File: src/core/sfr_regs.svh
/*
 * Constants of the discovery parameter table: identifiers, lengths, base addresses,
 * byte offsets and fixed contents.
 * Assumes it is included by bare name from core/ design files.
 */
`ifndef SFR_REGS_SVH
`define SFR_REGS_SVH

// Parameter identifiers and header
`define SFR_ID_PAD          8'hf0
`define SFR_ID_BASIC        8'ha5
`define SFR_LEN_BASIC       8'h80
`define SFR_OFF_ID          16'h0000
`define SFR_OFF_LEN         16'h0001
`define SFR_HDR_SKIP        16'h0002
`define SFR_FILL            8'hff

// Discovery address space
`define SFR_BASIC_BASE      16'h1120
`define SFR_ENTRY_BASE      16'h111e
`define SFR_PAD_BASE        16'h1100
`define SFR_PAD_LEN_DEF     8'h1c
`define SFR_ADDR_STEP       16'h0001
`define SFR_ADDR_RESET      16'h0000
`define SFR_ADDR_TOP        16'hffff

// Basic table byte offsets
`define SFR_B_DW1_B0        16'h0000
`define SFR_B_DW1_B1        16'h0001
`define SFR_B_DW1_B2        16'h0002
`define SFR_B_DW1_B3        16'h0003
`define SFR_B_DW2_B0        16'h0004
`define SFR_B_DW2_B3        16'h0007
`define SFR_B_DW3_B0        16'h0008
`define SFR_B_DW3_B1        16'h0009
`define SFR_B_DW3_B2        16'h000a
`define SFR_B_DW3_B3        16'h000b

// Basic dword 1 byte 0 fields
`define SFR_DW1_UNUSED      3'b111
`define SFR_DW1_SR_NV       2'b00
`define SFR_DW1_BUF64       1'b1
`define SFR_DW1_NO4K        2'b11
// Basic dword 1 byte 2 fields
`define SFR_DW1_B2_UNUSED   1'b1
`define SFR_DW1_QOUT        1'b1
`define SFR_DW1_QIO         1'b1
`define SFR_DW1_DIO         1'b1
`define SFR_DW1_DDR         1'b0
`define SFR_DW1_ADDR34      2'b01
`define SFR_DW1_DOUT        1'b1
// Density and dword 3
`define SFR_DENSITY_MSB     8'h07
`define SFR_QIO_MODE        3'b010
`define SFR_QIO_DUMMY       5'b00100
`define SFR_QIO_OPCODE      8'heb
`define SFR_QOUT_MODE       3'b000
`define SFR_QOUT_DUMMY      5'b01000
`define SFR_QOUT_OPCODE     8'h6b

`endif

File: src/core/sfr_pkg.sv
/*
 * Types of the discovery parameter table.
 * Assumes nothing beyond a SystemVerilog compiler.
 */
package sfr_pkg;
	typedef enum logic [1:0] {
		SFR_ST_IDLE   = 2'b00,
		SFR_ST_STREAM = 2'b01
	} sfr_state_e_t;

	typedef struct packed {
		sfr_state_e_t state;
		logic [15:0]  addr;
		logic [7:0]   data;
		logic         valid;
		logic         in_table;
		logic         wr_ignored;
	} sfr_state_t;
endpackage

File: src/core/sfr_lookup.sv
/*
 * Combinational byte lookup of the fixed discovery table: one padding parameter
 * followed by the basic discoverable parameter entry.
 * Assumes an absolute discovery address from logic on the same clock.
 */
`timescale 1ns/1ps
`include "sfr_regs.svh"
module sfr_lookup #(
	parameter logic [7:0] PAD_LEN = `SFR_PAD_LEN_DEF
) (
	input  wire logic [15:0] i_addr,
	output logic      [7:0]  o_data,
	output logic             o_hit
);
	logic [15:0] entry_off;
	logic [15:0] pad_off;

	function automatic logic [7:0] basic_byte(input logic [15:0] off);
		logic [7:0] b;
		b = `SFR_FILL;
		case (off)
			`SFR_B_DW1_B0: b = {`SFR_DW1_UNUSED, `SFR_DW1_SR_NV, `SFR_DW1_BUF64, `SFR_DW1_NO4K};
			`SFR_B_DW1_B1: b = `SFR_FILL;
			`SFR_B_DW1_B2: b = {`SFR_DW1_B2_UNUSED, `SFR_DW1_QOUT, `SFR_DW1_QIO, `SFR_DW1_DIO,
				`SFR_DW1_DDR, `SFR_DW1_ADDR34, `SFR_DW1_DOUT};
			`SFR_B_DW1_B3: b = `SFR_FILL;
			`SFR_B_DW2_B3: b = `SFR_DENSITY_MSB;
			`SFR_B_DW3_B0: b = {`SFR_QIO_MODE, `SFR_QIO_DUMMY};
			`SFR_B_DW3_B1: b = `SFR_QIO_OPCODE;
			`SFR_B_DW3_B2: b = {`SFR_QOUT_MODE, `SFR_QOUT_DUMMY};
			`SFR_B_DW3_B3: b = `SFR_QOUT_OPCODE;
			// Density low bytes and every byte of the entry after dword 3 read all ones
			default:       b = `SFR_FILL;
		endcase
		return b;
	endfunction

	always_comb begin
		entry_off = i_addr - `SFR_ENTRY_BASE;
		pad_off   = i_addr - `SFR_PAD_BASE;
		o_data    = `SFR_FILL;
		o_hit     = 1'b0;
		// Entry spans its id byte, its length byte and the length bytes that follow
		if (i_addr >= `SFR_ENTRY_BASE && entry_off <= ({8'h00, `SFR_LEN_BASIC} + `SFR_OFF_LEN)) begin
			o_hit = 1'b1;
			case (entry_off)
				`SFR_OFF_ID:  o_data = `SFR_ID_BASIC;
				`SFR_OFF_LEN: o_data = `SFR_LEN_BASIC;
				default:      o_data = basic_byte(entry_off - `SFR_HDR_SKIP);
			endcase
		end else if (i_addr >= `SFR_PAD_BASE && pad_off <= ({8'h00, PAD_LEN} + `SFR_OFF_LEN)) begin
			o_hit = 1'b1;
			case (pad_off)
				`SFR_OFF_ID:  o_data = `SFR_ID_PAD;
				`SFR_OFF_LEN: o_data = PAD_LEN;
				// Padding body holds no capability data
				default:      o_data = `SFR_FILL;
			endcase
		end
	end
endmodule

File: src/core/sfr_rom.sv
/*
 * Read-only discovery parameter table of a serial flash: answers byte reads by
 * absolute discovery address or relative to the basic table, with an
 * auto-incrementing stream as a serial read would use.
 * Assumes requests come from the command decoder on the same clock; writes from
 * that decoder are flagged and never touch the content.
 */
`timescale 1ns/1ps
`include "sfr_regs.svh"
// Notes on behaviour
// The padding identifier may occur many times with differing lengths and a reader skips it by its length byte.
// Padding only reserves space or aligns the next parameter and carries no capability data.
// Entry byte zero returns the identifier of the basic discoverable parameter block.
// Entry byte one returns how many bytes follow, so the next parameter starts at that location plus count plus one.
// Basic content starts at entry byte two, which is also discovery address 1120h.
// Basic dword 1 byte 0 reads E7h from its unused, status, buffer and erase fields.
// Basic dword 1 byte 1 reads all ones since no uniform small erase opcode exists.
// Basic dword 1 byte 2 reads F3h giving the supported read modes and the address byte choice.
// Basic dword 1 byte 3 always reads all ones.
// Basic dword 2 is density in bits minus one, bytes FFh FFh FFh 07h in ascending order.
// Basic dword 3 byte 0 reads 44h, two quad I/O mode cycles and four dummy cycles.
// Basic dword 3 byte 1 returns the quad I/O read opcode.
// Basic dword 3 byte 2 reads 08h, no quad output mode cycles and eight dummy cycles.
// Basic dword 3 byte 3 returns the quad output read opcode.
// The whole table is fixed and every read returns the same value whatever came before.
module sfr_rom #(
	parameter logic [7:0] PAD_LEN = `SFR_PAD_LEN_DEF
) (
	input  wire logic        i_clk_sys,
	input  wire logic        i_reset,
	input  wire logic        i_rd_start,
	input  wire logic [15:0] i_rd_addr,
	input  wire logic        i_basic_rel,
	input  wire logic        i_rd_next,
	input  wire logic        i_rd_stop,
	input  wire logic        i_wr_valid,
	output logic      [7:0]  o_rd_data,
	output logic             o_rd_valid,
	output logic      [15:0] o_addr_cur,
	output logic             o_in_table,
	output logic             o_busy,
	output logic             o_wr_ignored
);
	sfr_pkg::sfr_state_t st;
	sfr_pkg::sfr_state_t next_st;
	logic [15:0]         look_addr;
	logic [15:0]         start_abs;
	logic [7:0]          look_data;
	logic                look_hit;

	// Basic-relative requests land on the same bytes as the absolute alias
	assign start_abs = i_basic_rel ? (`SFR_BASIC_BASE + i_rd_addr) : i_rd_addr;

	sfr_lookup #(
		.PAD_LEN (PAD_LEN)
	) sfr_lookup_inst (
		.i_addr (look_addr),
		.o_data (look_data),
		.o_hit  (look_hit)
	);

	always_comb begin
		next_st            = st;
		next_st.valid      = 1'b0;
		next_st.wr_ignored = 1'b0;
		look_addr          = st.addr;
		// A write only raises a flag; the content has no write path
		if (i_wr_valid) begin
			next_st.wr_ignored = 1'b1;
		end
		if (i_rd_start) begin
			look_addr        = start_abs;
			next_st.state    = sfr_pkg::SFR_ST_STREAM;
			next_st.addr     = start_abs;
			next_st.data     = look_data;
			next_st.in_table = look_hit;
			next_st.valid    = 1'b1;
		end else begin
			case (st.state)
				sfr_pkg::SFR_ST_IDLE: begin
					next_st.state = sfr_pkg::SFR_ST_IDLE;
				end
				sfr_pkg::SFR_ST_STREAM: begin
					if (i_rd_stop) begin
						next_st.state = sfr_pkg::SFR_ST_IDLE;
					end else if (i_rd_next) begin
						// Stream wraps at the top of the address space
						look_addr        = st.addr + `SFR_ADDR_STEP;
						next_st.addr     = look_addr;
						next_st.data     = look_data;
						next_st.in_table = look_hit;
						next_st.valid    = 1'b1;
					end
				end
				default: begin
					next_st.state = sfr_pkg::SFR_ST_IDLE;
				end
			endcase
		end
	end

	always_ff @(posedge i_clk_sys or posedge i_reset) begin
		if (i_reset) begin
			st.state      <= sfr_pkg::SFR_ST_IDLE;
			st.addr       <= `SFR_ADDR_RESET;
			st.data       <= `SFR_FILL;
			st.valid      <= 1'b0;
			st.in_table   <= 1'b0;
			st.wr_ignored <= 1'b0;
		end else begin
			st <= next_st;
		end
	end

	assign o_rd_data    = st.data;
	assign o_rd_valid   = st.valid;
	assign o_addr_cur   = st.addr;
	assign o_in_table   = st.in_table;
	assign o_busy       = (st.state == sfr_pkg::SFR_ST_STREAM);
	assign o_wr_ignored = st.wr_ignored;
endmodule

File: config.mk
export PLATFORM = sky130hd
export DESIGN_NAME = sfr_rom
export DESIGN_NICKNAME = d
export VERILOG_FILES = /design/src/core/sfr_pkg.sv /design/src/core/sfr_lookup.sv /design/src/core/sfr_rom.sv
export VERILOG_INCLUDE_DIRS = /design/src /design/src/core
export SDC_FILE = /design/constraint.sdc
export NUM_CORES = 1
export LEC_CHECK = 0
export BUFFER_PORTS_ARGS = -buffer_cell sky130_fd_sc_hd__buf_2
export CAP_MARGIN = 30
export CORE_UTILIZATION = 25
export CTS_BUF_LIST = sky130_fd_sc_hd__clkbuf_4
export DETAILED_ROUTE_END_ITERATION = 7
export HOLD_SLACK_MARGIN = 0.1
export PLACE_DENSITY = 0.41
export SYNTH_ARGS = -nofsm -noshare
export SYNTH_HDL_FRONTEND = slang
export SYNTH_SLANG_ARGS = --single-unit
File: constraint.sdc
create_clock -name i_clk_sys -period 4.6 [get_ports i_clk_sys]
set_clock_uncertainty 0.1 [all_clocks]
set_input_delay 0 -clock i_clk_sys [delete_from_list [all_inputs] [get_ports i_clk_sys]]
set_output_delay 0 -clock i_clk_sys [all_outputs]
set_load 0.005 [all_outputs]
# Word-level counts from Yosys, hierarchy flattened
# Memories as Yosys holds them, arrays and structs flattened.
# Cells that the tools add are included.
[op_classes] n_mux=19 addsub=5 order_cmp=4 n_reduce_logical=8 eq_ne=5
[op_table] cell="$mux 16" count=5
[op_table] cell="$mux 26" count=3
[op_table] cell="$eq 16x1->1 const B" count=2
[op_table] cell="$ge 16x13->1 const B" count=2
[op_table] cell="$logic_not 16->1" count=2
[op_table] cell="$pmux 8 s2" count=2
[op_table] cell="$sub 16x13->16 const B" count=2
[op_table] cell="$mux 28" count=1
[op_table] cell="$mux 8" count=3
[op_table] cell="$add 13x16->16 const A" count=1
[op_table] cell="$add 16x1->16 const B" count=1
[op_table] cell="$le 16x5->1 const B" count=1
[op_table] cell="$le 16x8->1 const B" count=1
[op_table] cell="$sub 16x2->16 const B" count=1
[op_table] cell="$logic_not 12->1" count=1
[op_table] cell="$mux 2" count=2
[op_table] cell="$reduce_bool 2->1" count=2
[op_table] cell="$mux 1" count=3
[op_table] cell="$ne 3x3->1 const B" count=1
[op_table] cell="$reduce_and 3->1" count=1
[op_table] cell="$eq 2x1->1 const B" count=1
[op_table] cell="$logic_and 1x1->1" count=2
[op_table] cell="$ne 2x2->1 const B" count=1
[totals] input_bits=23 output_inout_bits=28 elab_cells=48 romBits=128 regBits=29 n_memories=1
[mem_list] name="(name not given)" depth=16 word_bits=8 read_ports=1 rd_ports_with_merged_regs=0 write_ports=0 line="sfr_lookup.sv:21" text="case (off)"

# Depth between registers and ports, before layout
# Gate-level depths: netlist (run 1).
[logic_depth] depth_word=15 ltp_mapped=17 depth_no_buf=16

# Modules after synthesis
# Synthesis (run 1) repeated with hierarchy kept, for this count alone.
[hier_totals] hier_cells=311 area_unflattened_um2=2563.7
[modules_own_cells] module="sfr_rom" n_inst=1 cells_each=174 area_per_inst_um2=1699.1 seq_area_each_um2=710.7
[modules_own_cells] module="sfr_lookup" n_inst=1 cells_each=137 area_per_inst_um2=864.6 seq_area_each_um2=0.0

# Worst setup path after synthesis (run 1)
# No wires, ideal clock.
[synth_path] path_type="register to register" startpoint="register st (netlist bit o_addr_cur[0])" endpoint="register st (netlist bit o_rd_data[6])" setup_slack_ps=949 path_buffers=1 synth_period_minus_slack_ps=3651 stages_incl_launch_ff=17 arrival_time_ps=3455 setup_time_ps=95 required_time_ps=4405 cell_sequence="dfrtp_1 ha_1 nand4b_1 mux2i_1 o21ai_1 inv_1 ha_1 clkbuf_1 nand2_1 a21oi_1 nor4bb_1 a211o_1 nand3_1 and4bb_2 o211ai_2 nor3_1 o221ai_1"
[synth_via] elab_chain_len=15 word_cells_on_any_way=29 cone_classes="add/sub (4); order compare (4); eq/ne (2); mux (13); reduce/logical (5); memory (1)"
[synth_lines] element="start: declaration" line="sfr_rom.sv:44" text="sfr_pkg::sfr_state_t st;"
[synth_lines] element="start signal: assignment" line="sfr_rom.sv:111" text="st <= next_st;"
[synth_lines] element="$add 16x1->16 (no line)"
[synth_lines] element="$mux 16" line="sfr_rom.sv:86" text="end else if (i_rd_next) begin"
[synth_lines] element="$mux 16" line="sfr_rom.sv:84" text="if (i_rd_stop) begin"
[synth_lines] element="$mux 16 *" line="sfr_rom.sv:79" text="case (st.state)"
[synth_lines] element="$mux 16 *" line="sfr_rom.sv:71" text="if (i_rd_start) begin"
[synth_lines] element="$sub 16x13->16 (no line)"
[synth_lines] element="$sub 16x2->16 (no line)"
[synth_lines] element="$mem_v2 16x8 or $logic_not 12->1 (tied branches)"
[synth_lines] element="$mux 8" line="sfr_lookup.sv:21"
[synth_lines] element="$pmux 8 s2" line="sfr_lookup.sv:46" text="case (entry_off)"
[synth_lines] element="$mux 8 *" line="sfr_lookup.sv:44" text="if (i_addr >= `SFR_ENTRY_BASE && entry_off <= ({8'h00, `SFR_LEN_BASIC} + `SFR_OFF_LEN)) begin"
[synth_lines] element="$mux 26" line="sfr_rom.sv:86"
[synth_lines] element="$mux 26" line="sfr_rom.sv:84"
[synth_lines] element="$mux 26" line="sfr_rom.sv:79"
[synth_lines] element="$mux 28 *" line="sfr_rom.sv:71"
# Mark *: on every way between the ends. The rest lies on a longest branch, timed or not. The select of a mux whose other input is x is not followed.
# A chain may end at the register's enable or synchronous reset.

# Final worst setup path (run 1)
# Same ends and word-level chain as after synthesis.

==> summary.txt, run 1 <==
STA
  – Slew Viols, Final: 0
  – RSZ-0062 raised after global routing: false
  – F_max: about 0.24 GHz
  – Final Cycle Share: between 90 and 100%
  – Tmin final: around 4.2 ns
  – Setup ws final: 0.438 ns
  – Final Hold Fails: 0
  – Slew margin rel.: between 60% and 70%
  – Number of setup violations in the final report: 0
  – Worst-Margin Slew: 0.529 ns
  – Final TNS setup: 0 ns

Finish
  – Total Nets Final: about 420
  – Filler cell count: between 1000 and 1500
  – Diode count: 0
  – Syn-to-layout area delta: 21.1%
  – Sequential cell area: between 700 and 800 µm²
  – Area of the multi-input gates: between 1500 and 2000 µm²
  – Share of cells above drive strength 1: 22.9%

Power
  – Total power: 811 µW
  – Pwr/cell area: 251 nW/µm²
  – Leakage: 1.33 nW
  – Max VDD drop: about 0.00015 V

CTS
  – Worst-skew pair later-pin latency: about 0.34 ns
  – TritonCTS clock tree: yes
  – CTS H-tree lvls: 1
  – Post-CTS setup buffers: 0
  – Clk slew on worst S/H paths: between 0.15 and 0.2 ns
  – CTS Root Cell: clkbuf_4
  – CTS max path bufs: 2
  – Clock sink total: 28
  – Num CTS Buffers: 3

Synth
  – Post-synth top area cell: dfrtp_1
  – Mapped Area: about 2700 µm²
  – Post-Syn Area per Cell: about 7.9 µm²
  – Commonest cells post-synth: 38 x nand2_1, 37 x nor2_1, 20 x dfrtp_1, 20 x nand3_1, 17 x inv_1
  – Synth Net Count: roughly 370
  – Register bit total from synthesis: 28
  – Ys Warns: 0
  – Syn Inst Count: ~340
  – Post-synthesis sequential area ratio: 26.7%
  – Top cell type's share of synthesized area: 18.8%
  – Area contributors post-synth: dfrtp_1 19%, dfstp_2 7.9%, nand2_1 5.4%, nor2_1 5.2%, nand3_1 3.8%
  – Post-synth EDFFs: 0
  – Synth Flop Type: dfrtp_1
  – Unique masters post-synth: 77
  – Most frequent cell after synthesis: nand2_1
  – Post-synth ARST share: 100%

Global routing
  – Vias in the first global route: roughly 2500
  – Largest net degree at the start of global routing: 29
  – GR Overflow Total: 0
  – Initial antenna violation count: 0
  – First-pass GRT wire length: between 10000 and 15000 µm
  – GRT Overall Usage: 14.1%

Floorplanning
  – Core Area: 10300 µm²
  – Die ar.: 11100 µm²
  – Row cnt: 37
  – Die height: between 100 and 150 µm
  – Initial core utilization: between 20% and 30%
  – Die width: between 100 and 150 µm
  – # IOs: between 50 and 60

Place
  – IO buf count: 50
  – Worst slack, placed: about 0.37 ns
  – Hpwl dp: ~5800 µm
  – GPL Wtd Cong: 0.790

Critical path
  – FF-to-FF setup slack: approximately 0.44 ns
  – R2R depth: 16
  – CP max FO: 9
  – Reg-to-reg endpoint: o_rd_data[6]
  – R2R Path Start: o_addr_cur[0]
  – CP Class: flip-flop to flip-flop
  – Worst EP arrival: roughly 4.4 ns
  – Startpoint types: flip-flop
  – Setup crit end kind: flip-flop
  – CP required: between 4 and 5 ns

Worst hold path
  – Hold/Removal Path Class: input port to flip-flop
  – Worst Hold End: o_addr_cur[3]
  – Hold Startpoint: i_rd_addr[3]
  – Hold-critical path depth: 4

Route
  – Iter 0 DRT Violations: about 130
  – Router iterations before antenna repair: 4
  – Vias: approximately 2600
  – Antenna-violating nets left: 0
  – Post-Route WL: ~7700 µm
  – Routed WL per cell: approximately 15 µm
  – DR vias/cell: approximately 5.0
  – DRC Markers: 0

Run
  – Maxcap violations: 0

Outcome
  – Status: finished clean
## layout make-up
| cell class | instances | area share, % |
|---|---|---|
| clock buffers | 3 | 0.698 |
| clock inverters | 1 | 0.930 |
| inverters | 19 | 2.21 |
| multi-input cells | 274 | 55.9 |
| flip-flops and latches | 28 | 22.0 |
| well taps | 136 | 5.27 |
| repair buffers | 68 | 13.0 |
## power breakdown
| group | switching (mW) | internal (mW) |
|---|---|---|
| clock | 0.0868 | 0.0880 |
| combinational | 0.208 | 0.134 |
| sequential | 0.0255 | 0.269 |
| total | 0.320 | 0.491 |
## worst max-delay path, cell delays in order, from the launching register on
cell	delay [ns]
dfrtp_1	0.49
ha_1	0.25
nand4b_1	0.12
mux2i_1	0.33
o21ai_1	0.21
inv_1	0.12
ha_1	0.35
nand2_1	0.11
a21oi_2	0.28
nand2_1	0.15
o221ai_1	0.25
xnor2_1	0.09
nor4_1	0.38
and3_1	0.26
o211ai_2	0.18
nor3_1	0.27
o221ai_1	0.15
## layout by cell type (no fill, tap or decap), types with 3 or more instances in the layout
cell type      count
a211o_1            3
a21o_1             3
a21oi_1           14
a21oi_2            3
a31oi_1            7
and2_1             3
and3_1             6
buf_2             50
buf_4              4
clkbuf_4           3
dfrtp_1           20
dfstp_2            8
dlygate4sd3_1     14
ha_1               5
inv_1             17
mux2i_1            6
nand2_1           38
nand2b_1           5
nand3_1           20
nand4_1            3
nor2_1            37
nor2b_1            5
nor3_1             6
nor4_1             9
o21ai_0           10
o21ai_1            6
o22ai_1            3
o31a_1             7
o31ai_1            3
xnor2_1           10
xor2_1             9
## logic make-up after synthesis
group           synth area share, %
simple gates                   31.3
compound gates                 23.9
buf+inv                        5.82
flops                          26.7
xor+xnor                       6.24
mux                            3.76
fa+ha+maj                      2.35
## timing repair
item                                    in CTS  in global routing
endpoints found under the setup margin       0                  1
gates resized for setup                      0                  1
endpoints found under the hold margin       37                  0
hold buffers                                14                  0
## how the worst max path moves through the flow
stage | start | to | depth (start not counted)
2_1_floorplan | o_addr_cur[0] | o_rd_data[6] | 16
3_3_place_gp | o_addr_cur[0] | o_rd_data[6] | 16
3_5_place_dp | o_addr_cur[0] | o_rd_data[6] | 16
4_1_cts | o_addr_cur[0] | o_rd_data[6] | 16
5_1_grt | o_addr_cur[0] | o_rd_data[6] | 16
6_report | o_addr_cur[0] | o_rd_data[6] | 16
## metal layers
layer	track usage, %	vias up	wire length, µm
met4	3.32	0	81
li1	-	1347	-
met1	20.4	1240	3960
met3	1.36	6	243
met5	0	-	0
met2	22.6	52	3410
## flip-flops by register name, indices dropped and copies added (netlist names)
signal and flops:
o_addr_cur 16, o_rd_data 8, o_in_table 1, o_rd_valid 1
o_wr_ignored 1, st 1
## metrics by stage
stage / std cells / util [%] / hold slack (ns) / area, µm²
after global placement: 511 / 29.4 / 0.00811 / 3030
after detailed placement: 511 / 29.4 / 0.00575 / 3030
after global routing: 529 / 31.3 / 0.136 / 3230
after floorplan: 337 / - / -0.0686 / 2670
after CTS: 529 / 31.2 / 0.111 / 3220
final: 529 / 31.3 / 0.127 / 3230
Note: power is estimated with default switching activity, not from simulation.
==> run 2: changes to the inputs <==
Settings changed: SKIP_CTS_REPAIR_TIMING from default to 1.
Clock period 4.6 ns to 4.05 ns, I/O delays scaled along.
==> run 2 against run 1 <==
Compared with the run above:
- critical path depth unchanged
- die area is the same
- setup slack worse by 0.20 ns
- via count rose by 1.7%
- sequential share of layout area fell by 0.39 points
- wire length is 0.75% higher
- largest power group unchanged
- clock power grew 14%
- clock-buffer cell count stayed put
- non-clock buffer count rose by 6
- first-iteration DRC count rose by 30%
- power increased by 16%
==> summary.txt, run 2 (same netlist as run 1, synthesis figures left out) <==
Outcome
  – Status: finished clean (unchanged)

Critical path
  – Worst EP arrival: 3.99 ns (was 4.35 ns)
  – Critical path endpoint: o_rd_data[6] (unchanged)
  – Critical path cell sequence: ha_1 -> nand4b_1 -> mux2i_2 -> o21ai_2 -> inv_1 -> ha_2 -> nor2b_1 -> nand3_1 -> nor4b_1 -> nor3_1 -> xnor2_1 -> nor4_1 -> and3_1 -> o211ai_2 -> nor3_2 -> o221ai_1 (was ha_1 -> nand4b_1 -> mux2i_1 -> o21ai_1 -> inv_1 -> ha_1 -> nand2_1 -> a21oi_2 -> nand2_1 -> o221ai_1 -> xnor2_1 -> nor4_1 -> and3_1 -> o211ai_2 -> nor3_1 -> o221ai_1)
  – Crit path depth: 16 (unchanged)
  – Setup crit end kind: flip-flop (unchanged)
  – CP required: 4.24 ns (was 4.78 ns)
  – Worst path top cell family by delay: simple AND/OR/NAND/NOR gates (unchanged)
  – Startpoint types: flip-flop (unchanged)
  – Critical path's slowest cell: dfrtp_2 (was dfrtp_1)
  – R2R Path Start: o_addr_cur[0] (unchanged)
  – R2R depth: 16 (unchanged)
  – Reg-to-reg endpoint: o_rd_data[6] (unchanged)
  – FF-to-FF setup slack: 0.24 ns (was 0.44 ns)
  – CP max FO: 12 (was 9)
  – CP Class: flip-flop to flip-flop (unchanged)
  – Crit-path max cell delay: 0.49 ns (about the same)
  – Critical path launch point: o_addr_cur[0] (unchanged)
  – WP buf/inv: 1 (unchanged)

Route
  – DRC Markers: 0 (unchanged)
  – Routed WL per cell: 14.5 µm (about the same)
  – Antenna-violating nets left: 0 (unchanged)
  – Vias: 2691 (was 2645)
  – Post-Route WL: 7750 µm (was 7700 µm)
  – Iter 0 DRT Violations: 165 (was 127)
  – Router iterations before antenna repair: 4 (unchanged)
  – DR vias/cell: 5.03 (was 5.00)

Floorplanning
  – Die width: 105 µm (unchanged)
  – Row cnt: 37 (unchanged)
  – Initial core utilization: 25.8% (unchanged)
  – Die height: 105 µm (unchanged)
  – Die ar.: 11100 µm² (unchanged)
  – Core Area: 10300 µm² (unchanged)
  – # IOs: 51 (unchanged)

STA
  – Worst-Margin Slew: 0.469 ns (was 0.529 ns)
  – Tmin final: 3.81 ns (was 4.16 ns)
  – Slew margin rel.: 68.5% (was 64.5%)
  – Final Hold Fails: 0 (unchanged)
  – Number of setup violations in the final report: 0 (unchanged)
  – Slew Viols, Final: 0 (unchanged)
  – F_max: 0.263 GHz (was 0.240 GHz)
  – Final TNS setup: 0 ns (unchanged)
  – Setup ws final: 0.243 ns (was 0.438 ns)
  – Final Cycle Share: 94.0% (was 90.5%)

CTS
  – Num CTS Buffers: 3 (unchanged)
  – Clock sink total: 28 (unchanged)
  – Worst-skew pair later-pin latency: 0.35 ns (was 0.34 ns)
  – CTS H-tree lvls: 1 (unchanged)
  – TritonCTS clock tree: yes (unchanged)
  – CTS max path bufs: 2 (unchanged)
  – CTS Root Cell: clkbuf_4 (unchanged)
  – Clk slew on worst S/H paths: 0.18 ns (about the same)

Finish
  – Most frequent cells in the layout: 50 x buf_2, 38 x nand2_1, 37 x nor2_1, 20 x nand3_1, 19 x dfrtp_1 (was 50 x buf_2, 38 x nand2_1, 37 x nor2_1, 20 x nand3_1, 20 x dfrtp_1)
  – Most common cell after layout, fill and taps aside: buf_2 (unchanged)
  – Filler cell count: 1102 (was 1097)
  – Post-route insts no fill: 535 (was 529)
  – Total Nets Final: 428 (was 422)
  – Flip-flop count of the largest register after layout: 16 (unchanged)
  – Share of cells above drive strength 1: 26.6% (was 22.9%)
  – Diode count: 0 (unchanged)
  – Syn-to-layout area delta: 23.5% (was 21.1%)

Worst hold path
  – Hold/Removal Path Class: input port to flip-flop (unchanged)

Power
  – Leakage: 1.36 nW (was 1.33 nW)
  – Pwr/cell area: 285 nW/µm² (was 251 nW/µm²)
  – Max VDD drop: 0.000107 V (was 0.000153 V)

Global routing
  – Largest net degree at the start of global routing: 29 (unchanged)
  – Vias in the first global route: 2588 (was 2519)
  – Initial antenna violation count: 0 (unchanged)
  – First-pass GRT wire length: 12800 µm (was 12700 µm)
  – GRT Overall Usage: 14.2% (was 14.1%)
  – GR Overflow Total: 0 (unchanged)

Place
  – IO buf count: 50 (unchanged)
  – DP Cell Count: 520 (was 511)
  – Hpwl dp: 5880 µm (was 5820 µm)
  – GPL Wtd Cong: 0.793 (was 0.790)
  – Worst slack, placed: 0.0803 ns (was 0.373 ns)

Run
  – Maxcap violations: 0 (unchanged)
run 2: cell types whose count changed in the layout (fill, tap and decap cells not counted), sizes merged:
cell,before,now
buf,54,63
dlygate4sd3,14,11
run 2: how the worst min path moves through the flow:
stage,start,endpoint,slack [ns],cells past startpoint
after detailed placement,i_reset,o_wr_ignored,0.007,3
after CTS,i_reset,o_wr_ignored,-0.41,3
final,i_rd_addr[14],o_addr_cur[14],0.09,5
after global placement,i_reset,o_wr_ignored,0.009,3
after floorplan,i_wr_valid,o_wr_ignored,-0.07,0
after global routing,i_rd_addr[10],o_addr_cur[10],0.12,4
run 2: metal layers:
metal	global-route usage, %	part of all wire (%)	up-vias
met2	23.5	46	65
met4	2.72	0.63	0
met3	1.42	4.0	4
met1	19.9	50	1269
li1	-	-	1353
met5	0	0	-
run 2: worst min-delay path, stage by stage:
cell and delay [ns]:
buf_2 0.09, xor2_1 0.14, a221oi_1 0.10, buf_4 0.15, inv_1 0.04
run 2: through the flow:
stage               hold WS, ns  power, mW  area (µm²)  utilization [%]
finish                   0.0924      0.938        3290             31.9
global route              0.122       1.01        3290             31.9
CTS                      -0.407      0.935        3150             30.5
detailed placement      0.00701      0.727        3100             30.0
global placement        0.00859      0.731        3100             30.0
floorplan               -0.0686      0.608        2670                -
run 2: area by class of cell:
cell class / count / area, µm² / area share (%)
Multi-Input combinational cell: 274 / 1830 / 55.5
Sequential cell: 28 / 712 / 21.6
Timing Repair Buffer: 74 / 458 / 13.9
Tap cell: 136 / 170 / 5.17
Inverter: 19 / 71.3 / 2.17
Clock inverter: 1 / 30.0 / 0.912
Clock buffer: 3 / 22.5 / 0.684
run 2: power breakdown:
part,switching (mW),internal [mW]
sequential,0.0291,0.306
clock,0.0999,0.100
combinational,0.242,0.162
